--- src/logic/mpc_pkg.sv ---
package mpc_pkg;

  // ---------------------------------------------------------------
  // register map
  // ---------------------------------------------------------------
  localparam logic [3:0] MPC_ADDR_CTRL_ONE  = 4'h0;
  localparam logic [3:0] MPC_ADDR_CTRL_TWO  = 4'h1;
  localparam logic [3:0] MPC_ADDR_PRESET    = 4'h2;
  localparam logic [3:0] MPC_ADDR_FLAGS     = 4'h3;
  localparam logic [3:0] MPC_ADDR_STATUS    = 4'h4;

  localparam logic [7:0] MPC_CTRL_ONE_RST   = 8'h00;
  localparam logic [7:0] MPC_CTRL_TWO_RST   = 8'h00;
  localparam logic [7:0] MPC_PRESET_RST     = 8'h00;
  localparam logic [7:0] MPC_FLAGS_RST      = 8'h00;
  localparam logic [7:0] MPC_CTRL_TWO_MASK  = 8'h7F;
  localparam logic [7:0] MPC_PRESET_MASK    = 8'h3F;
  localparam logic [7:0] MPC_FLAGS_MASK     = 8'h01;
  // gate patterns: all sides off, low sides on
  localparam logic [5:0] MPC_GATE_OFF       = 6'h00;
  localparam logic [5:0] MPC_GATE_BRAKE     = 6'h2A;

  // ---------------------------------------------------------------
  // timing
  // ---------------------------------------------------------------
  localparam int MPC_CLK_MHZ         = 125;
  localparam int MPC_FILTER_CLOCKS   = 2;

  // ---------------------------------------------------------------
  // field layouts
  // ---------------------------------------------------------------
  typedef struct packed {
    logic sw_protection_data;
    logic sw_protection_enable;
    logic stall_overflow_hw_enable;
    logic stall_compare_hw_enable;
    logic overcurrent_hw_enable;
    logic limit_hw_enable;
    logic override_sw_trigger;
    logic override_hw_enable;
  } mpc_ctrl_one_s;

  typedef struct packed {
    logic unused7;
    logic override_source_select;
    logic cycle_by_cycle_enable;
    logic sw_protection_mode_select;
    logic limit_restart_select;
    logic overcurrent_mode_select;
    logic stall_compare_mode_select;
    logic stall_overflow_mode_select;
  } mpc_ctrl_two_s;

  // gate pairs: a, b, c, each high and low side
  typedef struct packed {
    logic c_low;
    logic c_high;
    logic b_low;
    logic b_high;
    logic a_low;
    logic a_high;
  } mpc_gate_s;

  typedef struct packed {
    logic       wr;
    logic       rd;
    logic [3:0] addr;
    logic [7:0] wdata;
  } mpc_bus_s;

  typedef enum logic [1:0] {
    MPC_LIM_RUN  = 2'b00,
    MPC_LIM_OFF  = 2'b01,
    MPC_LIM_WAIT = 2'b10
  } mpc_lim_e;

  // ---------------------------------------------------------------
  // helpers
  // ---------------------------------------------------------------
  // pause-or-fault latch: trigger sets, fault clears on condition gone
  function automatic logic mpc_src_next(input logic held, input logic trig,
                                        input logic pause, input logic sw_rel);
    logic n;
    n = held;
    if (pause) begin
      if (sw_rel) begin
        n = 1'b0;
      end
    end else begin
      n = 1'b0;
    end
    if (trig) begin
      n = 1'b1;
    end
    return n;
  endfunction

endpackage

--- src/logic/mpc_protect.sv ---
// Contract
// - protection forces brake or free-run drive
// - fault mode releases when trigger clears
// - pause mode holds until software release
// - override drives preset outputs immediately
// - override released only by software
// - comparator filtered over two system clocks
// - limit acts only when enabled, channel
// - limit restart immediate or next period
// - overcurrent enable gates; mode bit selects
// - hardware override latches filtered pulse
// - enable low-high write clears override
// - software override bit sets and clears
// - compare stall enabled, pause mode
// - overflow stall enabled, pause mode
// - software data triggers/releases per mode
// - enable 1-0-1 releases software protection
// - stall from capture timer events
// - software mode select fault or pause
// - cycle-by-cycle off, back next period
// - override source filtered or cmp1 edge
//
// Local design decisions: the address map and the address-and-strobe port.
`timescale 1ns/1ps
module mpc_protect
  import mpc_pkg::*;
(
  // clock and reset
  input  wire logic            clk_sys,
  input  wire logic            rst,
  // register port
  input  wire logic [3:0]      reg_addr,
  input  wire logic [7:0]      reg_wdata,
  input  wire logic            reg_wr,
  input  wire logic            reg_rd,
  output logic [7:0]           reg_rdata,
  // analog and timer events (asynchronous)
  input  wire logic            overcurrent_cmp,
  input  wire logic            cmp1_out,
  input  wire logic            current_limit_event,
  input  wire logic            adc_selects_amp,
  // same-domain inputs
  input  wire logic            capture_compare_event,
  input  wire logic            capture_overflow_event,
  input  wire logic            pwm_period_start,
  input  wire mpc_pkg::mpc_gate_s drive_in,
  // outputs
  output mpc_pkg::mpc_gate_s   drive_out,
  output logic                 protect_active,
  output logic                 fast_overcurrent_override,
  output logic                 filtered_overcurrent_pulse
);
  import mpc_pkg::*;

  // ---------------------------------------------------------------
  // registers
  // ---------------------------------------------------------------
  mpc_ctrl_one_s ctrl1_q;
  mpc_ctrl_two_s ctrl2_q;
  mpc_gate_s     preset_q;
  logic          brake_freerun_select_q;
  mpc_bus_s      bus;

  assign bus = '{wr: reg_wr, rd: reg_rd, addr: reg_addr, wdata: reg_wdata};

  wire wr_c1 = bus.wr && (bus.addr == MPC_ADDR_CTRL_ONE);
  wire wr_c2 = bus.wr && (bus.addr == MPC_ADDR_CTRL_TWO);
  wire wr_ps = bus.wr && (bus.addr == MPC_ADDR_PRESET);
  wire wr_fl = bus.wr && (bus.addr == MPC_ADDR_FLAGS);
  mpc_ctrl_one_s c1_new;
  mpc_ctrl_two_s c2_new;
  mpc_gate_s     ps_new;
  assign c1_new = mpc_ctrl_one_s'(bus.wdata);
  // unimplemented bits forced to zero on write
  assign c2_new = mpc_ctrl_two_s'(bus.wdata & MPC_CTRL_TWO_MASK);
  assign ps_new = mpc_gate_s'(bus.wdata[5:0]);

  always_ff @(posedge clk_sys) begin
    if (rst) begin
      ctrl1_q <= mpc_ctrl_one_s'(MPC_CTRL_ONE_RST);
    end else if (wr_c1) begin
      ctrl1_q <= c1_new;
    end
  end

  always_ff @(posedge clk_sys) begin
    if (rst) begin
      ctrl2_q <= mpc_ctrl_two_s'(MPC_CTRL_TWO_RST);
    end else if (wr_c2) begin
      ctrl2_q <= c2_new;
    end
  end

  always_ff @(posedge clk_sys) begin
    if (rst) begin
      preset_q <= mpc_gate_s'(MPC_PRESET_RST[5:0]);
    end else if (wr_ps) begin
      preset_q <= ps_new;
    end
  end

  always_ff @(posedge clk_sys) begin
    if (rst) begin
      brake_freerun_select_q <= MPC_FLAGS_RST[0];
    end else if (wr_fl) begin
      brake_freerun_select_q <= bus.wdata[0];
    end
  end

  // ---------------------------------------------------------------
  // input synchronisers
  // ---------------------------------------------------------------
  logic [1:0] oc_sync_q;
  logic [1:0] cmp1_sync_q;
  logic [1:0] lim_sync_q;
  logic [1:0] chan_sync_q;

  always_ff @(posedge clk_sys) begin
    if (rst) begin
      oc_sync_q   <= 2'h0;
      cmp1_sync_q <= 2'h0;
      lim_sync_q  <= 2'h0;
      chan_sync_q <= 2'h0;
    end else begin
      oc_sync_q   <= {oc_sync_q[0], overcurrent_cmp};
      cmp1_sync_q <= {cmp1_sync_q[0], cmp1_out};
      lim_sync_q  <= {lim_sync_q[0], current_limit_event};
      chan_sync_q <= {chan_sync_q[0], adc_selects_amp};
    end
  end

  wire oc_s   = oc_sync_q[1];
  wire cmp1_s = cmp1_sync_q[1];
  wire lim_s  = lim_sync_q[1];
  wire chan_s = chan_sync_q[1];

  // ---------------------------------------------------------------
  // overcurrent filter
  // ---------------------------------------------------------------
  // two-clock filter
  logic [MPC_FILTER_CLOCKS-1:0] filt_q;
  logic                         filt_lvl_q;
  logic                         cmp1_d1_q;

  always_ff @(posedge clk_sys) begin
    if (rst) begin
      filt_q     <= '0;
      filt_lvl_q <= 1'b0;
      cmp1_d1_q  <= 1'b0;
    end else begin
      filt_q    <= {filt_q[MPC_FILTER_CLOCKS-2:0], oc_s};
      cmp1_d1_q <= cmp1_s;
      if (&filt_q) filt_lvl_q <= 1'b1;
      else if (~|filt_q) filt_lvl_q <= 1'b0;
    end
  end

  // filtered level, pulse on its rising edge
  wire oc_level = filt_lvl_q;
  logic oc_level_d1_q;
  always_ff @(posedge clk_sys) begin
    if (rst) oc_level_d1_q <= 1'b0;
    else     oc_level_d1_q <= oc_level;
  end
  assign filtered_overcurrent_pulse = oc_level & ~oc_level_d1_q;

  // ---------------------------------------------------------------
  // software edge detection
  // ---------------------------------------------------------------
  // enable rising write
  wire hw_ovr_rise = wr_c1 && c1_new.override_hw_enable && !ctrl1_q.override_hw_enable;
  wire sw_en_rise  = wr_c1 && c1_new.sw_protection_enable && !ctrl1_q.sw_protection_enable;
  // enable seen high once, so the very first enable is no release
  logic sw_armed_q;
  wire  sw_toggle  = sw_en_rise && sw_armed_q;

  // ---------------------------------------------------------------
  // fast overcurrent override
  // ---------------------------------------------------------------
  // source select
  wire ovr_src = ctrl2_q.override_source_select ? (cmp1_s & ~cmp1_d1_q)
                                                : filtered_overcurrent_pulse;
  logic ovr_hw_q;
  always_ff @(posedge clk_sys) begin
    if (rst) begin
      ovr_hw_q <= 1'b0;
    end else if (ctrl1_q.override_hw_enable && ovr_src) begin
      ovr_hw_q <= 1'b1;
    end else if (hw_ovr_rise || !ctrl1_q.override_hw_enable) begin
      ovr_hw_q <= ovr_hw_q & ~hw_ovr_rise;
    end
  end
  assign fast_overcurrent_override = ovr_hw_q | ctrl1_q.override_sw_trigger;

  // ---------------------------------------------------------------
  // general protection sources
  // ---------------------------------------------------------------
  logic oc_held_q;
  logic cmp_held_q;
  logic ovf_held_q;
  logic sw_held_q;

  wire oc_trig  = ctrl1_q.overcurrent_hw_enable & oc_level;
  wire cmp_trig = ctrl1_q.stall_compare_hw_enable & capture_compare_event;
  wire ovf_trig = ctrl1_q.stall_overflow_hw_enable & capture_overflow_event;
  wire sw_pause = ctrl2_q.sw_protection_mode_select;
  // trigger on a write that sets data, unless it is the release toggle
  wire sw_trig  = wr_c1 && c1_new.sw_protection_enable &&
                  c1_new.sw_protection_data && !sw_toggle;
  // software release: data cleared or enable toggled 1-0-1
  wire sw_rel   = (wr_c1 && !c1_new.sw_protection_data) || sw_toggle;

  always_ff @(posedge clk_sys) begin
    if (rst) begin
      oc_held_q  <= 1'b0;
      cmp_held_q <= 1'b0;
      ovf_held_q <= 1'b0;
      sw_held_q  <= 1'b0;
      sw_armed_q <= 1'b0;
    end else begin
      oc_held_q  <= mpc_src_next(oc_held_q, oc_trig,
                                 ctrl2_q.overcurrent_mode_select, sw_rel);
      cmp_held_q <= mpc_src_next(cmp_held_q, cmp_trig,
                                 ctrl2_q.stall_compare_mode_select, sw_rel);
      ovf_held_q <= mpc_src_next(ovf_held_q, ovf_trig,
                                 ctrl2_q.stall_overflow_mode_select, sw_rel);
      sw_held_q  <= mpc_src_next(sw_held_q, sw_pause & sw_trig & ~sw_rel,
                                 sw_pause, sw_rel);
      sw_armed_q <= sw_armed_q | ctrl1_q.sw_protection_enable;
    end
  end

  // fault mode: software release masks held fault sources
  logic fault_mask_q;
  always_ff @(posedge clk_sys) begin
    if (rst) begin
      fault_mask_q <= 1'b0;
    end else if (ctrl1_q.sw_protection_enable && !sw_pause && ctrl1_q.sw_protection_data) begin
      fault_mask_q <= 1'b0;
    end else if (ctrl1_q.sw_protection_enable && !sw_pause && sw_rel) begin
      fault_mask_q <= 1'b1;
    end else if (!(oc_held_q | cmp_held_q | ovf_held_q)) begin
      fault_mask_q <= 1'b0;
    end
  end

  assign protect_active = ((oc_held_q | cmp_held_q | ovf_held_q) & ~fault_mask_q) | sw_held_q;

  // ---------------------------------------------------------------
  // current limit and cycle-by-cycle gating
  // ---------------------------------------------------------------
  // limit enable and channel
  wire lim_act = ctrl1_q.limit_hw_enable & chan_s & lim_s;
  mpc_lim_e lim_q;
  mpc_lim_e lim_d;
  always_comb begin
    lim_d = lim_q;
    case (lim_q)
      MPC_LIM_RUN:  if (lim_act) lim_d = MPC_LIM_OFF;
      MPC_LIM_OFF:  if (!lim_act) lim_d = ctrl2_q.limit_restart_select ? MPC_LIM_WAIT
                                                                      : MPC_LIM_RUN;
      MPC_LIM_WAIT: if (lim_act) lim_d = MPC_LIM_OFF;
                    else if (pwm_period_start) lim_d = MPC_LIM_RUN;
      default:      lim_d = MPC_LIM_RUN;
    endcase
  end

  logic cyc_off_q;
  always_ff @(posedge clk_sys) begin
    if (rst) begin
      lim_q     <= MPC_LIM_RUN;
      cyc_off_q <= 1'b0;
    end else begin
      lim_q <= lim_d;
      if (ctrl2_q.cycle_by_cycle_enable && oc_level) cyc_off_q <= 1'b1;
      else if (pwm_period_start || !ctrl2_q.cycle_by_cycle_enable) cyc_off_q <= 1'b0;
    end
  end
  wire pwm_off = (lim_q != MPC_LIM_RUN) | cyc_off_q |
                 (ctrl2_q.cycle_by_cycle_enable & oc_level);

  // ---------------------------------------------------------------
  // output selection
  // ---------------------------------------------------------------
  // brake or free-run
  mpc_gate_s prot_drive;
  assign prot_drive = brake_freerun_select_q ? mpc_gate_s'(MPC_GATE_OFF)
                                             : mpc_gate_s'(MPC_GATE_BRAKE);
  mpc_gate_s drive_d;
  assign drive_d = fast_overcurrent_override ? preset_q :
                   protect_active            ? prot_drive :
                   pwm_off                   ? mpc_gate_s'(MPC_GATE_OFF) : drive_in;
  always_ff @(posedge clk_sys) begin
    if (rst) drive_out <= mpc_gate_s'(MPC_GATE_OFF);
    else     drive_out <= drive_d;
  end

  // ---------------------------------------------------------------
  // read back
  // ---------------------------------------------------------------
  wire [7:0] status_w = {4'h0, pwm_off, oc_level, fast_overcurrent_override, protect_active};
  logic [7:0] rd_mux;
  always_comb begin
    rd_mux = 8'h00;
    if (bus.addr == MPC_ADDR_CTRL_ONE) begin
      rd_mux = 8'(ctrl1_q);
    end else if (bus.addr == MPC_ADDR_CTRL_TWO) begin
      rd_mux = 8'(ctrl2_q);
    end else if (bus.addr == MPC_ADDR_PRESET) begin
      rd_mux = {2'h0, preset_q};
    end else if (bus.addr == MPC_ADDR_FLAGS) begin
      rd_mux = {7'h00, brake_freerun_select_q};
    end else if (bus.addr == MPC_ADDR_STATUS) begin
      rd_mux = status_w;
    end
  end
  always_ff @(posedge clk_sys) begin
    if (rst)         reg_rdata <= 8'h00;
    else if (bus.rd) reg_rdata <= rd_mux;
    else             reg_rdata <= 8'h00;
  end

endmodule // mpc_protect

--- config.mk ---
export PLATFORM = sky130hd
export DESIGN_NAME = mpc_protect
export DESIGN_NICKNAME = d
export VERILOG_FILES = /design/src/logic/mpc_pkg.sv /design/src/logic/mpc_protect.sv
export SDC_FILE = /design/constraint.sdc
export NUM_CORES = 1
export LEC_CHECK = 0
export ABC_AREA = 1
export ABC_CLOCK_PERIOD_IN_PS = 1110
export BUFFER_PORTS_ARGS = -buffer_cell sky130_fd_sc_hd__buf_2
export CAP_MARGIN = 20
export CORE_UTILIZATION = 25
export DETAILED_ROUTE_END_ITERATION = 10
export SETUP_SLACK_MARGIN = 0.02
export SYNTH_ARGS = -nofsm -noshare
export SYNTH_HDL_FRONTEND = slang
export SYNTH_SLANG_ARGS = --single-unit
export TNS_END_PERCENT = 1
--- constraint.sdc ---
create_clock -name clk_sys -period 1.11 [get_ports clk_sys]
set_input_delay 0.1665 -clock clk_sys [delete_from_list [all_inputs] [get_ports clk_sys]]
set_output_delay 0.1665 -clock clk_sys [all_outputs]
set_load 0.02 [all_outputs]
==> results.yml <==
outcome:
  status: "finished, violations left"
  violations: "negative setup slack"
cts:
  cts_tree: "done"
  clock-sinks: 59
  htreeDepth: 3
  clock_latency_ps: 340
  root_buffer: "clkbuf_8"
  cts-buffers-inserted: 9
  cts_buffer_depth: 2
  clkTransAtPathRegs_ps: 70
layout:
  fin_util: 0.348
  area_growth_pct: 35.0
  stdcell_count: 518
  drive_above_1_share: 0.296
  nets: 414
  diodes: 0
placed_design:
  dp.cells: 498
  buffer_ports.inserted: 45
  dpl.hpwl_um: 4620
  gp_congestion: 0.841
setup_path:
  cp_cell_sequence: "nor2_1 -> nand2_1 -> nand2_2 -> nand2_4 -> buf_6"
  end_kind: "output port"
  path_max_fanout: 2
  crit_path_end: "protect_active"
  rr_endpoint: "drive_out[3]$_SDFF_PP0_"
  crit_slowest_cell: "dfxtp_2"
  cp.required_ps: 940
  r2r-start: "ovf_held_q$_SDFFE_PP0P_"
  cp.arrival_ps: 1130
  r2r_slack_ps: -80
  ff2ff_path_depth: 9
  startpoint_type: "register"
  path_class: "reg -> out"
  slowest_delay_ps: 320
  crit_start: "ovf_held_q$_SDFFE_PP0P_"
yosys:
  synthTopCellsByArea: "dfxtp_1 50%, nand2_1 11%, a21oi_1 7.6%"
  syn_inst: 312
  synthFlopType: "dfxtp_1"
  syn_nets: 342
  synth_top_area_cell: "dfxtp_1"
  avgSynthCellArea_sq_um: 7.63
  netlist_area_sq_um: 2380
  yosysSeqAreaShare: 0.496
  ys_ff_latch: 59
  yosysWarnings: 0
  async_flop_share: 0
  yosysTopAreaCellShare: 0.496
  synth_cell_types: 32
  synth_edf_count: 0
drt:
  wl_um: 6240
  ant_nets: 0
  drtIter0Drc: 111
  dr_total_vias: 2185
  drt_first_pass_iters: 5
  wl_per_cell_um: 12.1
  via_per_inst: 4.22
  drc: 0
floorplan:
  die_h_um: 99.6
  core_region_area_sq_um: 9240
  row_count: 35
  dieArea_sq_um: 9910
  num_io_pins: 46
  start_util: 0.258
  die_w_um: 99.6
power:
  cellLeakagePower_nw: 1.44
  ir_drop_mv: 0.834
  power-per-cell-area_nw_per_um2: 1530
timing:
  post-route-period-util: 1.17
  drv_slew: 0
  worst_slack_ps: -188
  tightest_slew_ps: 371
  skew_ps: 11.3
  relSlewSlack: 0.750
  setup_violations: 10
  rsz0062_at_grt: "yes"
  period_needed_ps: 1300
  max_freq_mhz: 771
  finalHoldViolCount: 0
global_routing:
  antenna_found_initial: 0
  grt_pass1_wl_um: 10300
  grt_usage: 0.140
  grt-ovfl-total: 0
  grt_max_degree: 36
  grt_pass1_vias: 2098
min_path:
  hold_depth: 3
  hold_class: "in -> reg"
flow_run:
  cap_viol_max_count: 0
final cells by class:
| cell class | count | area [sq um] |
|---|---|---|
| clock inverters | 5 | 100 |
| clock buffers | 11 | 141 |
| inverters | 44 | 170 |
| repair buffers | 69 | 435 |
| flip-flops and latches | 59 | 1190 |
| multi-input cells | 201 | 1010 |
| fillers | 1000 | 6030 |
| well taps | 129 | 161 |
Yosys cell counts (4+ instances only):
master	n
nand2_1	68
dfxtp_1	59
inv_1	42
nor2_1	39
a21oi_1	36
o21ai_0	13
nand3_1	12
o21ai_1	6
nand4_1	4
critical path: cells and delay by family (launching register included):
| family | cells | cell delay [ps] |
|---|---|---|
| flip-flops | 1 | 320 |
| AND/OR/NAND/NOR | 4 | 330 |
| buffers and inverters | 1 | 130 |
timing repair:
item,CTS,global route
pin swaps,5,4
buffers inserted,3,1
setup endpoints to repair,8,12
hold buffers,0,0
resized for setup,20,6
placed cells by master, fill, tap and decap left out, types with 2 or more instances in the layout:
cell type / netlist / layout
nand2_1: 68 / 65
dfxtp_1: 59 / 53
buf_2: 2 / 41
inv_1: 42 / 40
nor2_1: 39 / 35
a21oi_1: 36 / 34
buf_4: 1 / 25
nand3_1: 12 / 12
o21ai_0: 13 / 12
clkbuf_8: 0 / 10
o21ai_1: 6 / 7
dfxtp_2: 0 / 6
nand2_2: 2 / 4
nand4_1: 4 / 4
nor2_2: 1 / 4
nand2_4: 2 / 3
bufinv_16: 0 / 3
inv_2: 1 / 2
inv_4: 1 / 2
nor2_4: 1 / 2
nor2_8: 2 / 2
nand3_2: 2 / 2
o31ai_1: 2 / 2
nor3_1: 2 / 2
a21oi_2: 0 / 2
a31oi_1: 2 / 2
clkinv_2: 0 / 2
buf_6: 2 / 2
registers in the layout (all words and copies together), names as in the netlist, 2 cells and up:
register and cells:
lim_sync_q 2, reg_rdata 8, cmp1_sync_q 2, filt_q 2, oc_sync_q 2, ctrl1_q 8
chan_sync_q 2, lim_q 2, preset_q 6, ctrl2_q 6, drive_out 6
cells by family after synthesis:
family,synth area share
AO/OA/AOI/OAI,0.136
adder cells (fa/ha/maj),0.00526
buffers and inverters,0.0920
flip-flops,0.496
AND/OR/NAND/NOR,0.270
power by group:
part / switching, W / internal [W] / leakage [nW]
combinational: 0.000211 / 0.000137 / 0.831
clock: 0.000853 / 0.00155 / 0.123
sequential: 0.0000182 / 0.00216 / 0.483
layer usage:
layer  wire length, um  vias up  GRT usage
met4                97        0     0.0679
li1                  -     1140          -
met2              2940       58      0.223
met1              2830      980      0.172
met3               375        7     0.0450
met5                 0        -          0
worst min-delay path by stage:
stage | end | start | slack (ps)
after detailed placement | lim_sync_q[0]$_SDFF_PP0_ | current_limit_event | 370
final | lim_sync_q[0]$_SDFF_PP0_ | current_limit_event | 20
after floorplan | chan_sync_q[0]$_SDFF_PP0_ | adc_selects_amp | 270
after CTS | lim_sync_q[0]$_SDFF_PP0_ | current_limit_event | 1
after global routing | cmp1_sync_q[0]$_SDFF_PP0_ | cmp1_out | 10
after global placement | lim_sync_q[0]$_SDFF_PP0_ | current_limit_event | 370
through the flow:
stage | hold slack [ps] | setup WS (ps) | TNS (ps) | power, W | area, sq um
floorplan | 273 | 26.4 | 0 | 0.00240 | 2380
global placement | 366 | -147 | -246 | 0.00256 | 2880
detailed placement | 372 | -128 | -338 | 0.00257 | 2880
CTS | 1.21 | -227 | -956 | 0.00499 | 3190
global route | 9.54 | -251 | -1650 | 0.00512 | 3210
finish | 20.4 | -188 | -703 | 0.00493 | 3210
Power figures use the tool's default switching activity.
